==> config.mk <==
export PLATFORM = sky130hd
export DESIGN_NAME = viu_core
export DESIGN_NICKNAME = d
export VERILOG_FILES = /design/src/verilog/viu_pkg.sv /design/src/verilog/viu_core.sv
export SDC_FILE = /design/constraint.sdc
export NUM_CORES = 1
export LEC_CHECK = 0
export BUFFER_PORTS_ARGS = -buffer_cell sky130_fd_sc_hd__buf_2
export CAP_MARGIN = 10
export CORE_UTILIZATION = 45
export DETAILED_ROUTE_END_ITERATION = 10
export SETUP_SLACK_MARGIN = 0.4
export SLEW_MARGIN = 20
export SYNTH_ARGS = -nofsm -noshare
export SYNTH_HDL_FRONTEND = slang
export SYNTH_SLANG_ARGS = --single-unit
==> constraint.sdc <==
create_clock -name i_clock -period 4.6 [get_ports i_clock]
set_input_delay 0.69 -clock i_clock [delete_from_list [all_inputs] [get_ports i_clock]]
set_output_delay 0.69 -clock i_clock [all_outputs]
set_load 0.01 [all_outputs]
==> src/verilog/viu_pkg.sv <==
`default_nettype none
package viu_pkg;

  // ==========================================================
  // Register offsets
  localparam logic [7:0] ADDR_PRIORITY   = 8'hf9;
  localparam logic [7:0] ADDR_PENDING    = 8'hfa;
  localparam logic [7:0] ADDR_MASK       = 8'hfb;
  localparam logic [7:0] ADDR_FLAGS      = 8'hfc;
  localparam logic [7:0] ADDR_SP_HIGH    = 8'hfe;
  localparam logic [7:0] ADDR_SP_LOW     = 8'hff;
  localparam logic [7:0] ADDR_EVT_STATUS = 8'he0;
  localparam logic [7:0] ADDR_EVT_CLEAR  = 8'he1;
  localparam logic [7:0] ADDR_EVT_ENABLE = 8'he2;

  // ==========================================================
  // Values after reset
  localparam logic [7:0]  RST_PRIORITY   = 8'h00;
  localparam logic [5:0]  RST_PENDING    = 6'h00;
  localparam logic [7:0]  RST_MASK       = 8'h00;
  localparam logic [7:0]  RST_FLAGS      = 8'h00;
  localparam logic [15:0] RST_SP         = 16'h0000;
  localparam logic [2:0]  RST_EVT_ENABLE = 3'h0;

  // ==========================================================
  // Field positions
  localparam int unsigned NUM_REQ         = 6;
  localparam int unsigned MASK_GLOBAL_BIT = 7;
  localparam int unsigned EVT_GRANT       = 0;
  localparam int unsigned EVT_LAUNCH      = 1;
  localparam int unsigned EVT_OVERRUN     = 2;
  localparam int unsigned REQ_LINE0       = 3;
  localparam int unsigned REQ_LINE1       = 2;
  localparam int unsigned REQ_LINE2       = 0;
  localparam int unsigned REQ_LINE3       = 1;
  localparam int unsigned REQ_UART_RX     = 3;
  localparam int unsigned REQ_UART_TX     = 4;
  localparam int unsigned REQ_TIMER0      = 4;
  localparam int unsigned REQ_TIMER1      = 5;

  // ==========================================================
  // Program memory layout
  localparam logic [15:0] VECTOR_TABLE_BASE  = 16'h0000;
  localparam logic [15:0] VECTOR_TABLE_BYTES = 16'h000c;
  localparam logic [15:0] RESET_START_ADDR   = 16'h000c;

  // ==========================================================
  // Timing, in core clock periods and derived cycles
  localparam int unsigned CORE_PERIOD_NS   = 25;
  localparam int unsigned CLOCK_PERIOD_NS  = 25;
  localparam int unsigned CORE_CYCLES      =
    (CORE_PERIOD_NS + CLOCK_PERIOD_NS - 1) / CLOCK_PERIOD_NS;
  localparam int unsigned SETUP_CORE_PERIODS = 5;
  localparam int unsigned SETUP_CYCLES = SETUP_CORE_PERIODS * CORE_CYCLES;
  localparam int unsigned STACK_PHASE_CYCLES  = 48 * CORE_CYCLES;
  localparam int unsigned VECTOR_PHASE_CYCLES = 9 * CORE_CYCLES;
  localparam int unsigned LAUNCH_CYCLE        = 58 * CORE_CYCLES;
  localparam logic [5:0] PUSH_PCL_CYCLE = 6'(STACK_PHASE_CYCLES - 2);
  localparam logic [5:0] PUSH_PCH_CYCLE = 6'(STACK_PHASE_CYCLES - 1);
  localparam logic [5:0] PUSH_FLG_CYCLE = 6'(STACK_PHASE_CYCLES);
  localparam logic [5:0] VEC_HI_RD_CYCLE = 6'(STACK_PHASE_CYCLES + 2);
  localparam logic [5:0] VEC_LO_RD_CYCLE = 6'(STACK_PHASE_CYCLES + 5);
  localparam logic [5:0] LAUNCH_CNT     = 6'(LAUNCH_CYCLE);

  // ==========================================================
  // Sequencer states
  typedef enum logic [1:0] {
    ST_BOOT   = 2'b00,
    ST_IDLE   = 2'b01,
    ST_STACK  = 2'b10,
    ST_VECTOR = 2'b11
  } viu_state_e;

endpackage : viu_pkg
`default_nettype wire

==> src/verilog/viu_core.sv <==
// Design decision made here: the strobed register port.
`default_nettype none
module viu_core #(
  parameter int unsigned NUM_LINES = 4
) (
  // Clock and reset
  input  wire  logic        i_clock,
  input  wire  logic        i_rst_b,
  // Register port
  input  wire  logic [7:0]  i_reg_addr,
  input  wire  logic [7:0]  i_reg_wdata,
  input  wire  logic        i_reg_wr,
  input  wire  logic        i_reg_rd,
  output logic       [7:0]  o_reg_rdata,
  // Request sources
  input  wire  logic [NUM_LINES-1:0] i_port3_line,
  input  wire  logic        i_uart_tx_done,
  input  wire  logic        i_uart_rx_done,
  input  wire  logic        i_timer0_done,
  input  wire  logic        i_timer1_done,
  // Core side
  input  wire  logic        i_sample,
  input  wire  logic [15:0] i_pc_current,
  output logic              o_int_busy,
  output logic              o_pc_load,
  output logic       [15:0] o_pc_value,
  // Memory side
  output logic              o_mem_wr,
  output logic              o_mem_rd,
  output logic       [15:0] o_mem_addr,
  output logic       [7:0]  o_mem_wdata,
  input  wire  logic [7:0]  i_mem_rdata,
  // Interrupt
  output logic              o_irq
);

  localparam int unsigned NR = viu_pkg::NUM_REQ;
  localparam int unsigned SC = viu_pkg::SETUP_CYCLES;

  // ==========================================================
  // State
  typedef struct packed {
    viu_pkg::viu_state_e   state;
    logic [5:0]            cnt;
    logic [NUM_LINES-1:0]  sync1;
    logic [NUM_LINES-1:0]  sync2;
    logic [NUM_LINES-1:0]  sync3;
    logic [NUM_LINES-1:0]  line_stable;
    logic [SC-1:0][NR-1:0] hist;
    logic [7:0]            prio;
    logic [NR-1:0]         pending;
    logic [7:0]            mask;
    logic [7:0]            flags;
    logic [15:0]           sp;
    logic [2:0]            sel;
    logic [15:0]           pc_save;
    logic [15:0]           vec;
    logic [7:0]            rdata;
    logic [2:0]            evt_status;
    logic [2:0]            evt_enable;
    logic                  pc_load;
    logic [15:0]           pc_value;
    logic                  mem_wr;
    logic                  mem_rd;
    logic [15:0]           mem_addr;
    logic [7:0]            mem_wdata;
  } viu_regs_s;

  viu_regs_s state_ff;
  viu_regs_s nxt_state;

  // ==========================================================
  // Rotating priority pick: start index wins, then ascending
  function automatic logic [3:0] viu_pick(
    input logic [NR-1:0] req,
    input logic [2:0]    start
  );
    logic [3:0]  res;
    int unsigned base;
    int unsigned idx;
    res  = 4'h0;
    base = (int'(start) < NR) ? int'(start) : 0;
    for (int i = NR - 1; i >= 0; i--) begin
      idx = (base + i) % NR;
      if (req[idx]) begin
        res = {1'b1, 3'(idx)};
      end
    end
    return res;
  endfunction : viu_pick

  // ==========================================================
  // Next state
  always_comb begin
    logic [NR-1:0] hw_set;
    logic [NR-1:0] held;
    logic [NR-1:0] pend;
    logic [NUM_LINES-1:0] fall;
    logic [3:0]    pick;
    logic [5:0]    c;
    logic          grant;
    logic [2:0]    evt_new;
    logic [2:0]    evt_clr;
    hw_set  = '0;
    held    = '1;
    pend    = state_ff.pending;
    fall    = '0;
    pick    = 4'h0;
    c       = state_ff.cnt + 6'h01;
    grant   = 1'b0;
    evt_new = 3'h0;
    evt_clr = 3'h0;

    nxt_state         = state_ff;
    nxt_state.pc_load = 1'b0;
    nxt_state.mem_wr  = 1'b0;
    nxt_state.mem_rd  = 1'b0;
    nxt_state.rdata   = 8'h00;

    // Pins pass three flops; a change counts once stages 2 and 3 agree
    nxt_state.sync1 = i_port3_line;
    nxt_state.sync2 = state_ff.sync1;
    nxt_state.sync3 = state_ff.sync2;
    for (int i = 0; i < NUM_LINES; i++) begin
      if (state_ff.sync2[i] == state_ff.sync3[i]) begin
        nxt_state.line_stable[i] = state_ff.sync3[i];
        fall[i] = state_ff.line_stable[i] & ~state_ff.sync3[i];
      end
    end

    hw_set[viu_pkg::REQ_LINE0]   = fall[0];
    hw_set[viu_pkg::REQ_LINE1]   = fall[1];
    hw_set[viu_pkg::REQ_LINE2]   = fall[2];
    hw_set[viu_pkg::REQ_LINE3]   = fall[3];
    hw_set[viu_pkg::REQ_UART_TX] = i_uart_tx_done | i_timer0_done;
    hw_set[viu_pkg::REQ_UART_RX] = fall[0] | i_uart_rx_done;
    hw_set[viu_pkg::REQ_TIMER1]  = i_timer1_done;

    // Only requests that stood the whole setup window compete
    nxt_state.hist[0] = state_ff.pending;
    for (int s = 1; s < SC; s++) begin
      nxt_state.hist[s] = state_ff.hist[s-1];
    end
    for (int s = 0; s < SC; s++) begin
      held = held & state_ff.hist[s];
    end
    pick = viu_pick(state_ff.pending & held
                    & state_ff.mask[NR-1:0],
                    state_ff.prio[2:0]);

    // Register writes
    if (i_reg_wr) begin
      case (i_reg_addr)
        viu_pkg::ADDR_PRIORITY:   nxt_state.prio = i_reg_wdata;
        viu_pkg::ADDR_PENDING:    pend = i_reg_wdata[NR-1:0];
        viu_pkg::ADDR_MASK:       nxt_state.mask = i_reg_wdata;
        viu_pkg::ADDR_FLAGS:      nxt_state.flags = i_reg_wdata;
        viu_pkg::ADDR_SP_HIGH:    nxt_state.sp[15:8] = i_reg_wdata;
        viu_pkg::ADDR_SP_LOW:     nxt_state.sp[7:0] = i_reg_wdata;
        viu_pkg::ADDR_EVT_CLEAR:  evt_clr = i_reg_wdata[2:0];
        viu_pkg::ADDR_EVT_ENABLE: nxt_state.evt_enable = i_reg_wdata[2:0];
        default: ;
      endcase
    end

    // Register reads, data stand the next cycle only
    if (i_reg_rd) begin
      case (i_reg_addr)
        viu_pkg::ADDR_PRIORITY:   nxt_state.rdata = state_ff.prio;
        viu_pkg::ADDR_PENDING:
          nxt_state.rdata = {2'b00, state_ff.pending};
        viu_pkg::ADDR_MASK:       nxt_state.rdata = state_ff.mask;
        viu_pkg::ADDR_FLAGS:      nxt_state.rdata = state_ff.flags;
        viu_pkg::ADDR_SP_HIGH:    nxt_state.rdata = state_ff.sp[15:8];
        viu_pkg::ADDR_SP_LOW:     nxt_state.rdata = state_ff.sp[7:0];
        viu_pkg::ADDR_EVT_STATUS:
          nxt_state.rdata = {5'h00, state_ff.evt_status};
        viu_pkg::ADDR_EVT_ENABLE:
          nxt_state.rdata = {5'h00, state_ff.evt_enable};
        default:                  nxt_state.rdata = 8'h00;
      endcase
    end

    // Sequencer
    case (state_ff.state)
      viu_pkg::ST_BOOT: begin
        nxt_state.pc_load  = 1'b1;
        nxt_state.pc_value = viu_pkg::RESET_START_ADDR;
        nxt_state.state    = viu_pkg::ST_IDLE;
      end
      viu_pkg::ST_IDLE: begin
        grant = i_sample & state_ff.mask[viu_pkg::MASK_GLOBAL_BIT]
                & pick[3];
        if (grant) begin
          nxt_state.state   = viu_pkg::ST_STACK;
          nxt_state.cnt     = 6'h01;
          nxt_state.sel     = pick[2:0];
          nxt_state.pc_save = i_pc_current;
          nxt_state.mask[viu_pkg::MASK_GLOBAL_BIT] = 1'b0;
          pend[pick[2:0]]   = 1'b0;
          evt_new[viu_pkg::EVT_GRANT] = 1'b1;
        end
      end
      viu_pkg::ST_STACK: begin
        nxt_state.cnt = c;
        // Push order matches the return path: flags pop first
        if (c == viu_pkg::PUSH_PCL_CYCLE || c == viu_pkg::PUSH_PCH_CYCLE
            || c == viu_pkg::PUSH_FLG_CYCLE) begin
          nxt_state.sp       = state_ff.sp - 16'h0001;
          nxt_state.mem_wr   = 1'b1;
          nxt_state.mem_addr = state_ff.sp - 16'h0001;
          if (c == viu_pkg::PUSH_PCL_CYCLE) begin
            nxt_state.mem_wdata = state_ff.pc_save[7:0];
          end else if (c == viu_pkg::PUSH_PCH_CYCLE) begin
            nxt_state.mem_wdata = state_ff.pc_save[15:8];
          end else begin
            nxt_state.mem_wdata = state_ff.flags;
          end
        end
        if (c == viu_pkg::PUSH_FLG_CYCLE) begin
          nxt_state.state = viu_pkg::ST_VECTOR;
        end
      end
      viu_pkg::ST_VECTOR: begin
        nxt_state.cnt = c;
        if (c == viu_pkg::VEC_HI_RD_CYCLE) begin
          nxt_state.mem_rd   = 1'b1;
          nxt_state.mem_addr = viu_pkg::VECTOR_TABLE_BASE
                               + {12'h000, state_ff.sel, 1'b0};
        end
        if (c == viu_pkg::VEC_LO_RD_CYCLE) begin
          nxt_state.mem_rd   = 1'b1;
          nxt_state.mem_addr = viu_pkg::VECTOR_TABLE_BASE
                               + {12'h000, state_ff.sel, 1'b1};
        end
        if (state_ff.cnt == viu_pkg::VEC_HI_RD_CYCLE + 6'h01) begin
          nxt_state.vec[15:8] = i_mem_rdata;
        end
        if (state_ff.cnt == viu_pkg::VEC_LO_RD_CYCLE + 6'h01) begin
          nxt_state.vec[7:0] = i_mem_rdata;
        end
        if (c == viu_pkg::LAUNCH_CNT) begin
          nxt_state.pc_load  = 1'b1;
          nxt_state.pc_value = state_ff.vec;
          nxt_state.state    = viu_pkg::ST_IDLE;
          nxt_state.cnt      = 6'h00;
          evt_new[viu_pkg::EVT_LAUNCH] = 1'b1;
        end
      end
      default: begin
        nxt_state.state = viu_pkg::ST_IDLE;
        nxt_state.cnt   = 6'h00;
      end
    endcase

    // Hardware set beats software write and grant clear
    evt_new[viu_pkg::EVT_OVERRUN] = |(hw_set & state_ff.pending);
    nxt_state.pending = pend | hw_set;
    nxt_state.evt_status = (state_ff.evt_status & ~evt_clr) | evt_new;
  end

  // ==========================================================
  // Registers
  always_ff @(posedge i_clock) begin
    if (!i_rst_b) begin
      state_ff             <= '0;
      state_ff.state       <= viu_pkg::ST_BOOT;
      state_ff.prio        <= viu_pkg::RST_PRIORITY;
      state_ff.pending     <= viu_pkg::RST_PENDING;
      state_ff.mask        <= viu_pkg::RST_MASK;
      state_ff.flags       <= viu_pkg::RST_FLAGS;
      state_ff.sp          <= viu_pkg::RST_SP;
      state_ff.evt_enable  <= viu_pkg::RST_EVT_ENABLE;
      state_ff.line_stable <= '1;
      state_ff.sync1       <= '1;
      state_ff.sync2       <= '1;
      state_ff.sync3       <= '1;
    end else begin
      state_ff <= nxt_state;
    end
  end

  // ==========================================================
  // Outputs
  assign o_reg_rdata = state_ff.rdata;
  assign o_int_busy  = (state_ff.state == viu_pkg::ST_STACK)
                       || (state_ff.state == viu_pkg::ST_VECTOR);
  assign o_pc_load   = state_ff.pc_load;
  assign o_pc_value  = state_ff.pc_value;
  assign o_mem_wr    = state_ff.mem_wr;
  assign o_mem_rd    = state_ff.mem_rd;
  assign o_mem_addr  = state_ff.mem_addr;
  assign o_mem_wdata = state_ff.mem_wdata;
  assign o_irq       = |(state_ff.evt_status & state_ff.evt_enable);

endmodule : viu_core
`default_nettype wire

==> results of run 1 <==
-- final cells by class --
class                   instances  area (um^2)  share of cell area [%]
clock buffers                  17          425                    4.05
inverters                      24         92.6                   0.882
clock inverters                14          200                    1.91
repair buffers                116          608                    5.80
multi-input cells             764         4980                    47.4
flip-flops and latches        192         3840                    36.6
well taps                     275          344                    3.28
-- cell usage in the layout, fill, tap and decap left out, types with 8 or more instances in the layout --
master and instances:
sky130_fd_sc_hd__a31oi_1 8, sky130_fd_sc_hd__ha_1 15, sky130_fd_sc_hd__buf_4 11, sky130_fd_sc_hd__inv_1 20, sky130_fd_sc_hd__clkbuf_16 17, sky130_fd_sc_hd__a211oi_1 16
sky130_fd_sc_hd__nand4_1 11, sky130_fd_sc_hd__a22oi_1 32, sky130_fd_sc_hd__nand3_1 34, sky130_fd_sc_hd__nand2b_1 19, sky130_fd_sc_hd__nand2_1 63, sky130_fd_sc_hd__buf_2 105
sky130_fd_sc_hd__a21oi_1 54, sky130_fd_sc_hd__xor2_1 8, sky130_fd_sc_hd__and2_1 36, sky130_fd_sc_hd__xnor2_1 8, sky130_fd_sc_hd__o21ai_0 35, sky130_fd_sc_hd__nor3b_1 9
sky130_fd_sc_hd__a221oi_1 9, sky130_fd_sc_hd__nor2_1 169, sky130_fd_sc_hd__mux2i_1 83, sky130_fd_sc_hd__mux2_2 9, sky130_fd_sc_hd__dfxtp_1 192, sky130_fd_sc_hd__nor3_1 20
-- how the worst max path moves through the flow --
stage,cells past startpoint,start,endpoint,slack (ns)
after floorplan,11,state_ff[131],nxt_state[139],1.80
after global placement,11,state_ff[131],nxt_state[142],1.08
after detailed placement,11,state_ff[131],nxt_state[142],1.03
after CTS,11,state_ff[131],nxt_state[140],1.02
after global routing,11,state_ff[131],nxt_state[140],0.70
final,11,state_ff[131],nxt_state[140],1.02
-- registers in the layout, summed over array words and instances (netlist names) --
name	cells
o_pc_load	1
o_reg_rdata	8
o_mem_addr	16
state_ff	103
o_mem_rd	1
o_mem_wdata	8
o_mem_wr	1
nxt_state	38
o_pc_value	16
-- layer usage --
layer	GRT usage [%]	share of wire (%)	up-vias
met5	0	0	-
met4	7.32	2.0	0
met3	5.40	6.4	30
met2	34.7	44	236
met1	31.6	48	3695
li1	-	-	3869
-- where the power goes --
group | internal [mW] | switching [mW]
clock | 0.875 | 0.692
sequential | 1.70 | 0.0321
combinational | 0.146 | 0.295
total | 2.72 | 1.02
-- kinds of logic after synthesis --
kind of cell,after synthesis,share of synthesized area (%)
adder cells (fa/ha/maj),15,1.96
flip-flops,192,40.0
buffers and inverters,144,8.15
multiplexers,93,9.83
AND/OR/NAND/NOR,411,21.8
XOR/XNOR,16,1.46
AO/OA/AOI/OAI,229,16.8
-- worst register-to-register path: stages, from the launching register on --
cell and delay [ns]:
sky130_fd_sc_hd__dfxtp_1 0.39, sky130_fd_sc_hd__ha_1 0.29, sky130_fd_sc_hd__nand2b_2 0.44, sky130_fd_sc_hd__nor3_2 0.44, sky130_fd_sc_hd__a21oi_1 0.11, sky130_fd_sc_hd__mux2_2 0.31
sky130_fd_sc_hd__mux2_2 0.28, sky130_fd_sc_hd__nand4_1 0.16, sky130_fd_sc_hd__and4_1 0.20, sky130_fd_sc_hd__buf_4 0.33, sky130_fd_sc_hd__nor3b_2 0.38, sky130_fd_sc_hd__a31oi_1 0.12
==> insert_results.sql, run 1 <==
INSERT INTO impl_metrics (metric_group, metric, value, unit) VALUES
('worst_setup_path', 'critical-path-top-cell-by-count', 'sky130_fd_sc_hd__mux2_2', ''),
('sta', 'slew_violations', '0', ''),
('yosys', 'post_synth_instance_area', '9600', 'um^2'),
('placement', 'io_buffer_count', '105', ''),
('worst_setup_path', 'cp_top_family', 'simple AND/OR/NAND/NOR gates', ''),
('sta', 'finalWorstPathRequiredPeriod', '3.58', 'ns'),
('grt', 'grt_overflow_total', '0', ''),
('sta', 'grt_setup_unrepaired', 'false', ''),
('worst_setup_path', 'worstPathCellList', 'ha_1, nand2b_2, nor3_2, a21oi_1, mux2_2, mux2_2, nand4_1, and4_1, buf_4, nor3b_2, a31oi_1', ''),
('worst_setup_path', 'timing.critical_path.to_type', 'flip-flop', ''),
('layout', 'final_util', '50.1', '%'),
('yosys', 'ys_dominant_reg_cell', 'sky130_fd_sc_hd__dfxtp_1', ''),
('clock_network', 'tritoncts', 'done', ''),
('yosys', 'yosysSeqAreaShare', '40.0', '%'),
('yosys', 'synth_most_common_cell', 'sky130_fd_sc_hd__dfxtp_1', ''),
('run_status', 'status', 'complete, no violations', ''),
('sta', 'timing.final.hold_violations', '0', ''),
('floorplan', 'chipWidth', '148', 'um'),
('detailed_routing', 'drtAntennaViolNets', '0', ''),
('sta', 'total_neg_setup_slack', '0', 'ns'),
('pwr', 'p_total', '3.74', 'mW'),
('grt', 'maximum_number_of_pins_on_one_net_before_global_route_repair', '85', ''),
('worst_setup_path', 'critical_path.reg2reg.endpoint', 'nxt_state[140]', ''),
('layout', 'nNetsFinal', '1183', ''),
('clock_network', 'post_cts_resize_count', '0', ''),
('grt', 'antenna_found_initial', '0', ''),
('detailed_routing', 'dr.pass1.iters', '7', ''),
('min_path', 'holdPathEnd', 'nxt_state[172]', ''),
('yosys', 'postSynthRegisterBits', '192', ''),
('clock_network', 'tritoncts_num_sinks', '192', ''),
('yosys', 'synth_edf_count', '0', ''),
('worst_setup_path', 'r2r-start', 'state_ff[131]', ''),
('clock_network', 'numCtsBuffers', '17', ''),
('detailed_routing', 'final_wl', '24.2', 'mm'),
('layout', 'antenna_cells', '0', ''),
('min_path', 'timing.hold.worst.class', 'reg -> reg', ''),
('worst_setup_path', 'worst_path_max_delay_cell', 'sky130_fd_sc_hd__nand2b_2', ''),
('floorplan', 'io_pins', '106', ''),
('worst_setup_path', 'crit_path_start_kind', 'flip-flop', ''),
('grt', 'first_global_vias', '7264', ''),
('layout', 'area_delta_synth_final', '9.32', '%'),
('placement', 'setup_slack_placement', '1.03', 'ns'),
('placement', 'post_dp_cell_area', '9870', 'um^2'),
('sta', 'postLayoutSetupSlackWorst', '1.02', 'ns'),
('worst_setup_path', 'buffer_and_inverter_count_on_the_worst_path', '1', ''),
('placement', 'numPlacedInstances', '1371', ''),
('clock_network', 'postCtsHoldBufs', '0', ''),
('clock_network', 'htree_num_levels', '4', ''),
('clock_network', 'clockBufferDepth', '2', ''),
('clock_network', 'clk_pin_slew_worst_paths', '0.07', 'ns'),
('worst_setup_path', 'path_class', 'reg -> reg', ''),
('pwr', 'vdd_drop_max', '0.272', 'mV'),
('worst_setup_path', 'max_stage_delay', '0.44', 'ns'),
('placement', 'globalplace.congestion', '0.882', ''),
('sta', 'setup_viol', '0', ''),
('detailed_routing', 'routed_wire_length_per_instance', '17.3', 'um'),
('yosys', 'number_of_unique_standard_cell_types_used_by_synthesis', '89', ''),
('sta', 'hold-worst-slack', '0.407', 'ns'),
('floorplan', 'chipHeight', '148', 'um'),
('placement', 'dpl.hpwl', '17.3', 'mm'),
('sta', 'fin_skew', '0.0139', 'ns'),
('pwr', 'leakage_power', '4.19', 'nW'),
('flow_run', 'timing.max_cap.violations', '0', ''),
('layout', 'post_route_cells_drive_above_1_share', '17.7', '%'),
('grt', 'grt_first_pass_wirelength', '39.4', 'mm'),
('sta', 'post-route-period-util', '77.8', '%'),
('yosys', 'synthCells', '1100', ''),
('sta', 'worst_tran_pin_value', '0.951', 'ns'),
('worst_setup_path', 'reg2reg_depth', '11', ''),
('pwr', 'p_per_area', '356', 'nW/um^2'),
('floorplan', 'core_area', '21000', 'um^2');
No activity file was read; power rests on OpenSTA's default activity.
==> run 2, diff against run 1 <==
--- a/config.mk
+++ b/config.mk
@@ -9,6 +9,7 @@
 export CAP_MARGIN = 10
 export CORE_UTILIZATION = 45
 export DETAILED_ROUTE_END_ITERATION = 10
+export PLACE_DENSITY = 0.66
 export SETUP_SLACK_MARGIN = 0.4
 export SLEW_MARGIN = 20
 export SYNTH_ARGS = -nofsm -noshare
==> constraint.sdc (replaced) <==
create_clock -name i_clock -period 3.2 [get_ports i_clock]
set_input_delay 0.48 -clock i_clock [delete_from_list [all_inputs] [get_ports i_clock]]
set_output_delay 0.48 -clock i_clock [all_outputs]
set_load 0.01 [all_outputs]
==> run 2 against run 1 <==
Register-to-register slack worse by 0.72 ns. Via count is 4.7% higher. Combinational power is 51% higher. Critical path depth stayed put. Total power is 44% higher. Largest cell class unchanged. Largest power group unchanged. Highest routed layer is now met5.
==> insert_results.sql, run 2 (synthesis results as in run 1) <==
INSERT INTO impl_metrics (metric_group, metric, value, unit) VALUES
('worst_setup_path', 'timing.critical_path.arrival', '3.22', 'ns'),
('sta', 'fin_skew', '0.0155', 'ns'),
('worst_setup_path', 'timing.critical_path.to_type', 'flip-flop', ''),
('grt', 'antenna_found_initial', '1', ''),
('worst_setup_path', 'crit_path_start_kind', 'flip-flop', ''),
('pwr', 'leakage_power', '4.64', 'nW'),
('worst_setup_path', 'max_stage_delay', '0.40', 'ns'),
('sta', 'slew_headroom', '58.9', '%'),
('grt', 'grt_overflow_total', '0', ''),
('worst_setup_path', 'worstPathCellList', 'nand4_1, nor3_4, nor2_1, mux2_4, mux2_4, nand4_1, and4_4, buf_12, buf_16, mux2i_2, nor2_1', ''),
('detailed_routing', 'final_wl', '26.0', 'mm'),
('grt', 'maximum_number_of_pins_on_one_net_before_global_route_repair', '54', ''),
('clock_network', 'numCtsBuffers', '17', ''),
('layout', 'area_delta_synth_final', '18.5', '%'),
('detailed_routing', 'vias_per_cell', '5.59', ''),
('clock_network', 'postCtsHoldBufs', '0', ''),
('worst_setup_path', 'ff2ff_setup_slack', '0.30', 'ns'),
('layout', 'mostFrequentLayoutCell', 'sky130_fd_sc_hd__dfxtp_1', ''),
('floorplan', 'chipWidth', '148', 'um'),
('run_status', 'status', 'complete, no violations', ''),
('sta', 'worst_tran_pin_value', '0.616', 'ns'),
('pwr', 'vdd_drop_max', '0.382', 'mV'),
('clock_network', 'clockRootBuffer', 'sky130_fd_sc_hd__clkbuf_16', ''),
('sta', 'grt_setup_unrepaired', 'true', ''),
('floorplan', 'core_area', '21000', 'um^2'),
('placement', 'io_buffer_count', '105', ''),
('detailed_routing', 'post-route-drc-count', '0', ''),
('grt', 'first_global_vias', '7542', ''),
('sta', 'post-route-period-util', '90.5', '%'),
('layout', 'nNetsFinal', '1247', ''),
('sta', 'total_neg_setup_slack', '0', 'ns'),
('floorplan', 'rows', '53', ''),
('placement', 'post_dp_cell_area', '10200', 'um^2'),
('pwr', 'p_per_area', '473', 'nW/um^2'),
('worst_setup_path', 'worst_path_max_delay_cell', 'sky130_fd_sc_hd__dfxtp_1', ''),
('grt', 'grt_first_pass_wirelength', '40.9', 'mm'),
('clock_network', 'clockBufferDepth', '2', ''),
('min_path', 'timing.hold.worst.class', 'in -> reg', ''),
('sta', 'finalWorstPathRequiredPeriod', '2.90', 'ns'),
('layout', 'antenna_cells', '0', ''),
('grt', 'track_usage', '23.8', '%'),
('detailed_routing', 'vias', '8196', ''),
('worst_setup_path', 'critical_path_peak_fanout', '8', ''),
('layout', 'largest_register', 'state_ff', ''),
('layout', 'layout.cell_area.non_filler', '11400', 'um^2'),
('clock_network', 'htree_num_levels', '4', ''),
('clock_network', 'clock_latency', '0.44', 'ns'),
('layout', 'post_route_cells_drive_above_1_share', '25.5', '%'),
('floorplan', 'floorplan.die_area', '21900', 'um^2'),
('floorplan', 'chipHeight', '148', 'um'),
('clock_network', 'clk_pin_slew_worst_paths', '0.07', 'ns'),
('floorplan', 'io_pins', '106', ''),
('clock_network', 'tritoncts_num_sinks', '192', ''),
('placement', 'dpl.hpwl', '18.2', 'mm'),
('detailed_routing', 'drtAntennaViolNets', '0', ''),
('detailed_routing', 'detail_route.iter0.violations', '669', ''),
('clock_network', 'tritoncts', 'done', ''),
('layout', 'final_cell_mix', '189 x sky130_fd_sc_hd__dfxtp_1, 166 x sky130_fd_sc_hd__nor2_1, 105 x sky130_fd_sc_hd__buf_2, 79 x sky130_fd_sc_hd__mux2i_1', ''),
('layout', 'fill_cell_instance_count_of_the_final_layout', '2009', ''),
('floorplan', 'starting_density', '45.8', '%'),
('sta', 'slew_violations', '0', ''),
('placement', 'globalplace.congestion', '0.954', ''),
('detailed_routing', 'routed_wire_length_per_instance', '17.7', 'um'),
('sta', 'setup_viol', '0', ''),
('sta', 'timing.final.hold_violations', '0', ''),
('worst_setup_path', 'path_class', 'reg -> reg', ''),
('layout', 'largest_reg_flops', '103', ''),
('flow_run', 'timing.max_cap.violations', '0', ''),
('detailed_routing', 'dr.pass1.iters', '5', ''),
('worst_setup_path', 'worst_ep_required_time', '3.53', 'ns'),
('sta', 'maximum_clock_rate', '345', 'MHz'),
('layout', 'final_util', '54.3', '%');
run 2: changes by cell type in the layout (fill, tap and decap cells not counted), moves of 5 or more:
cell / change
sky130_fd_sc_hd__buf_4: +50
sky130_fd_sc_hd__ha_1: -6
sky130_fd_sc_hd__a21oi_1: -5
sky130_fd_sc_hd__buf_6: +7
sky130_fd_sc_hd__nor3_4: +6
run 2: what timing repair did:
item / 4_1_cts / 5_1_grt
setup buffers: 11 / 14
setup endpoints to repair: 72 / 69
resized for setup: 38 / 38
gates cloned: 2 / 0
pin swaps: 6 / 26
run 2: worst paths after layout:
| kind | start | to | depth (start not counted) |
|---|---|---|---|
| worst max-delay path | nxt_state[139] | state_ff[84] | 11 |
| worst min-delay path | i_port3_line[0] | nxt_state[176] | 2 |
| worst max register to register | nxt_state[139] | state_ff[84] | 11 |
| worst min register to register | nxt_state[179] | nxt_state[175] | 1 |
run 2: layout make-up:
| class | count | area [um^2] | share of cell area, % |
|---|---|---|---|
| Clock buffer | 20 | 447 | 3.93 |
| Tap cell | 275 | 344 | 3.03 |
| Sequential cell | 192 | 3850 | 33.9 |
| Inverter | 24 | 92.6 | 0.814 |
| Multi-Input combinational cell | 765 | 5290 | 46.5 |
| Clock inverter | 12 | 165 | 1.45 |
| Timing Repair Buffer | 179 | 1180 | 10.4 |
run 2: where the power goes:
group	leakage, nW	total (mW)	internal (mW)	switching, mW
combinational	2.79	0.665	0.230	0.435
sequential	1.55	2.49	2.44	0.0480
clock	0.298	2.22	1.21	1.02
run 2: per-stage QoR:
stage / worst slack [ns] / cells / power, mW / hold WS, ns
finish: 0.305 / 1467 / 5.38 / 0.227
global placement: 0.148 / 1408 / 3.16 / 0.388
CTS: 0.374 / 1453 / 5.38 / 0.216
detailed placement: 0.109 / 1408 / 3.17 / 0.392
floorplan: 0.442 / 1100 / 2.95 / 0.386
global route: 0.252 / 1467 / 5.58 / 0.220
run 2: critical path: cells and delay by family, from the launching register on:
| family | cells | cell delay [ns] |
|---|---|---|
| muxes | 3 | 0.80 |
| and+or+nand+nor | 6 | 1.34 |
| DFF | 1 | 0.40 |
| buffers and inverters | 2 | 0.24 |
run 2: metal layers:
layer  wire length, um  track usage [%]  share of wire, %  vias to the layer above
met2             11700             36.3                45                      242
met5                10                0             0.038                        -
met4               762             9.59               2.9                        2
li1                  -                -                 -                     4010
met3              1500             5.03               5.8                       46
met1             12000             32.6                46                     3896
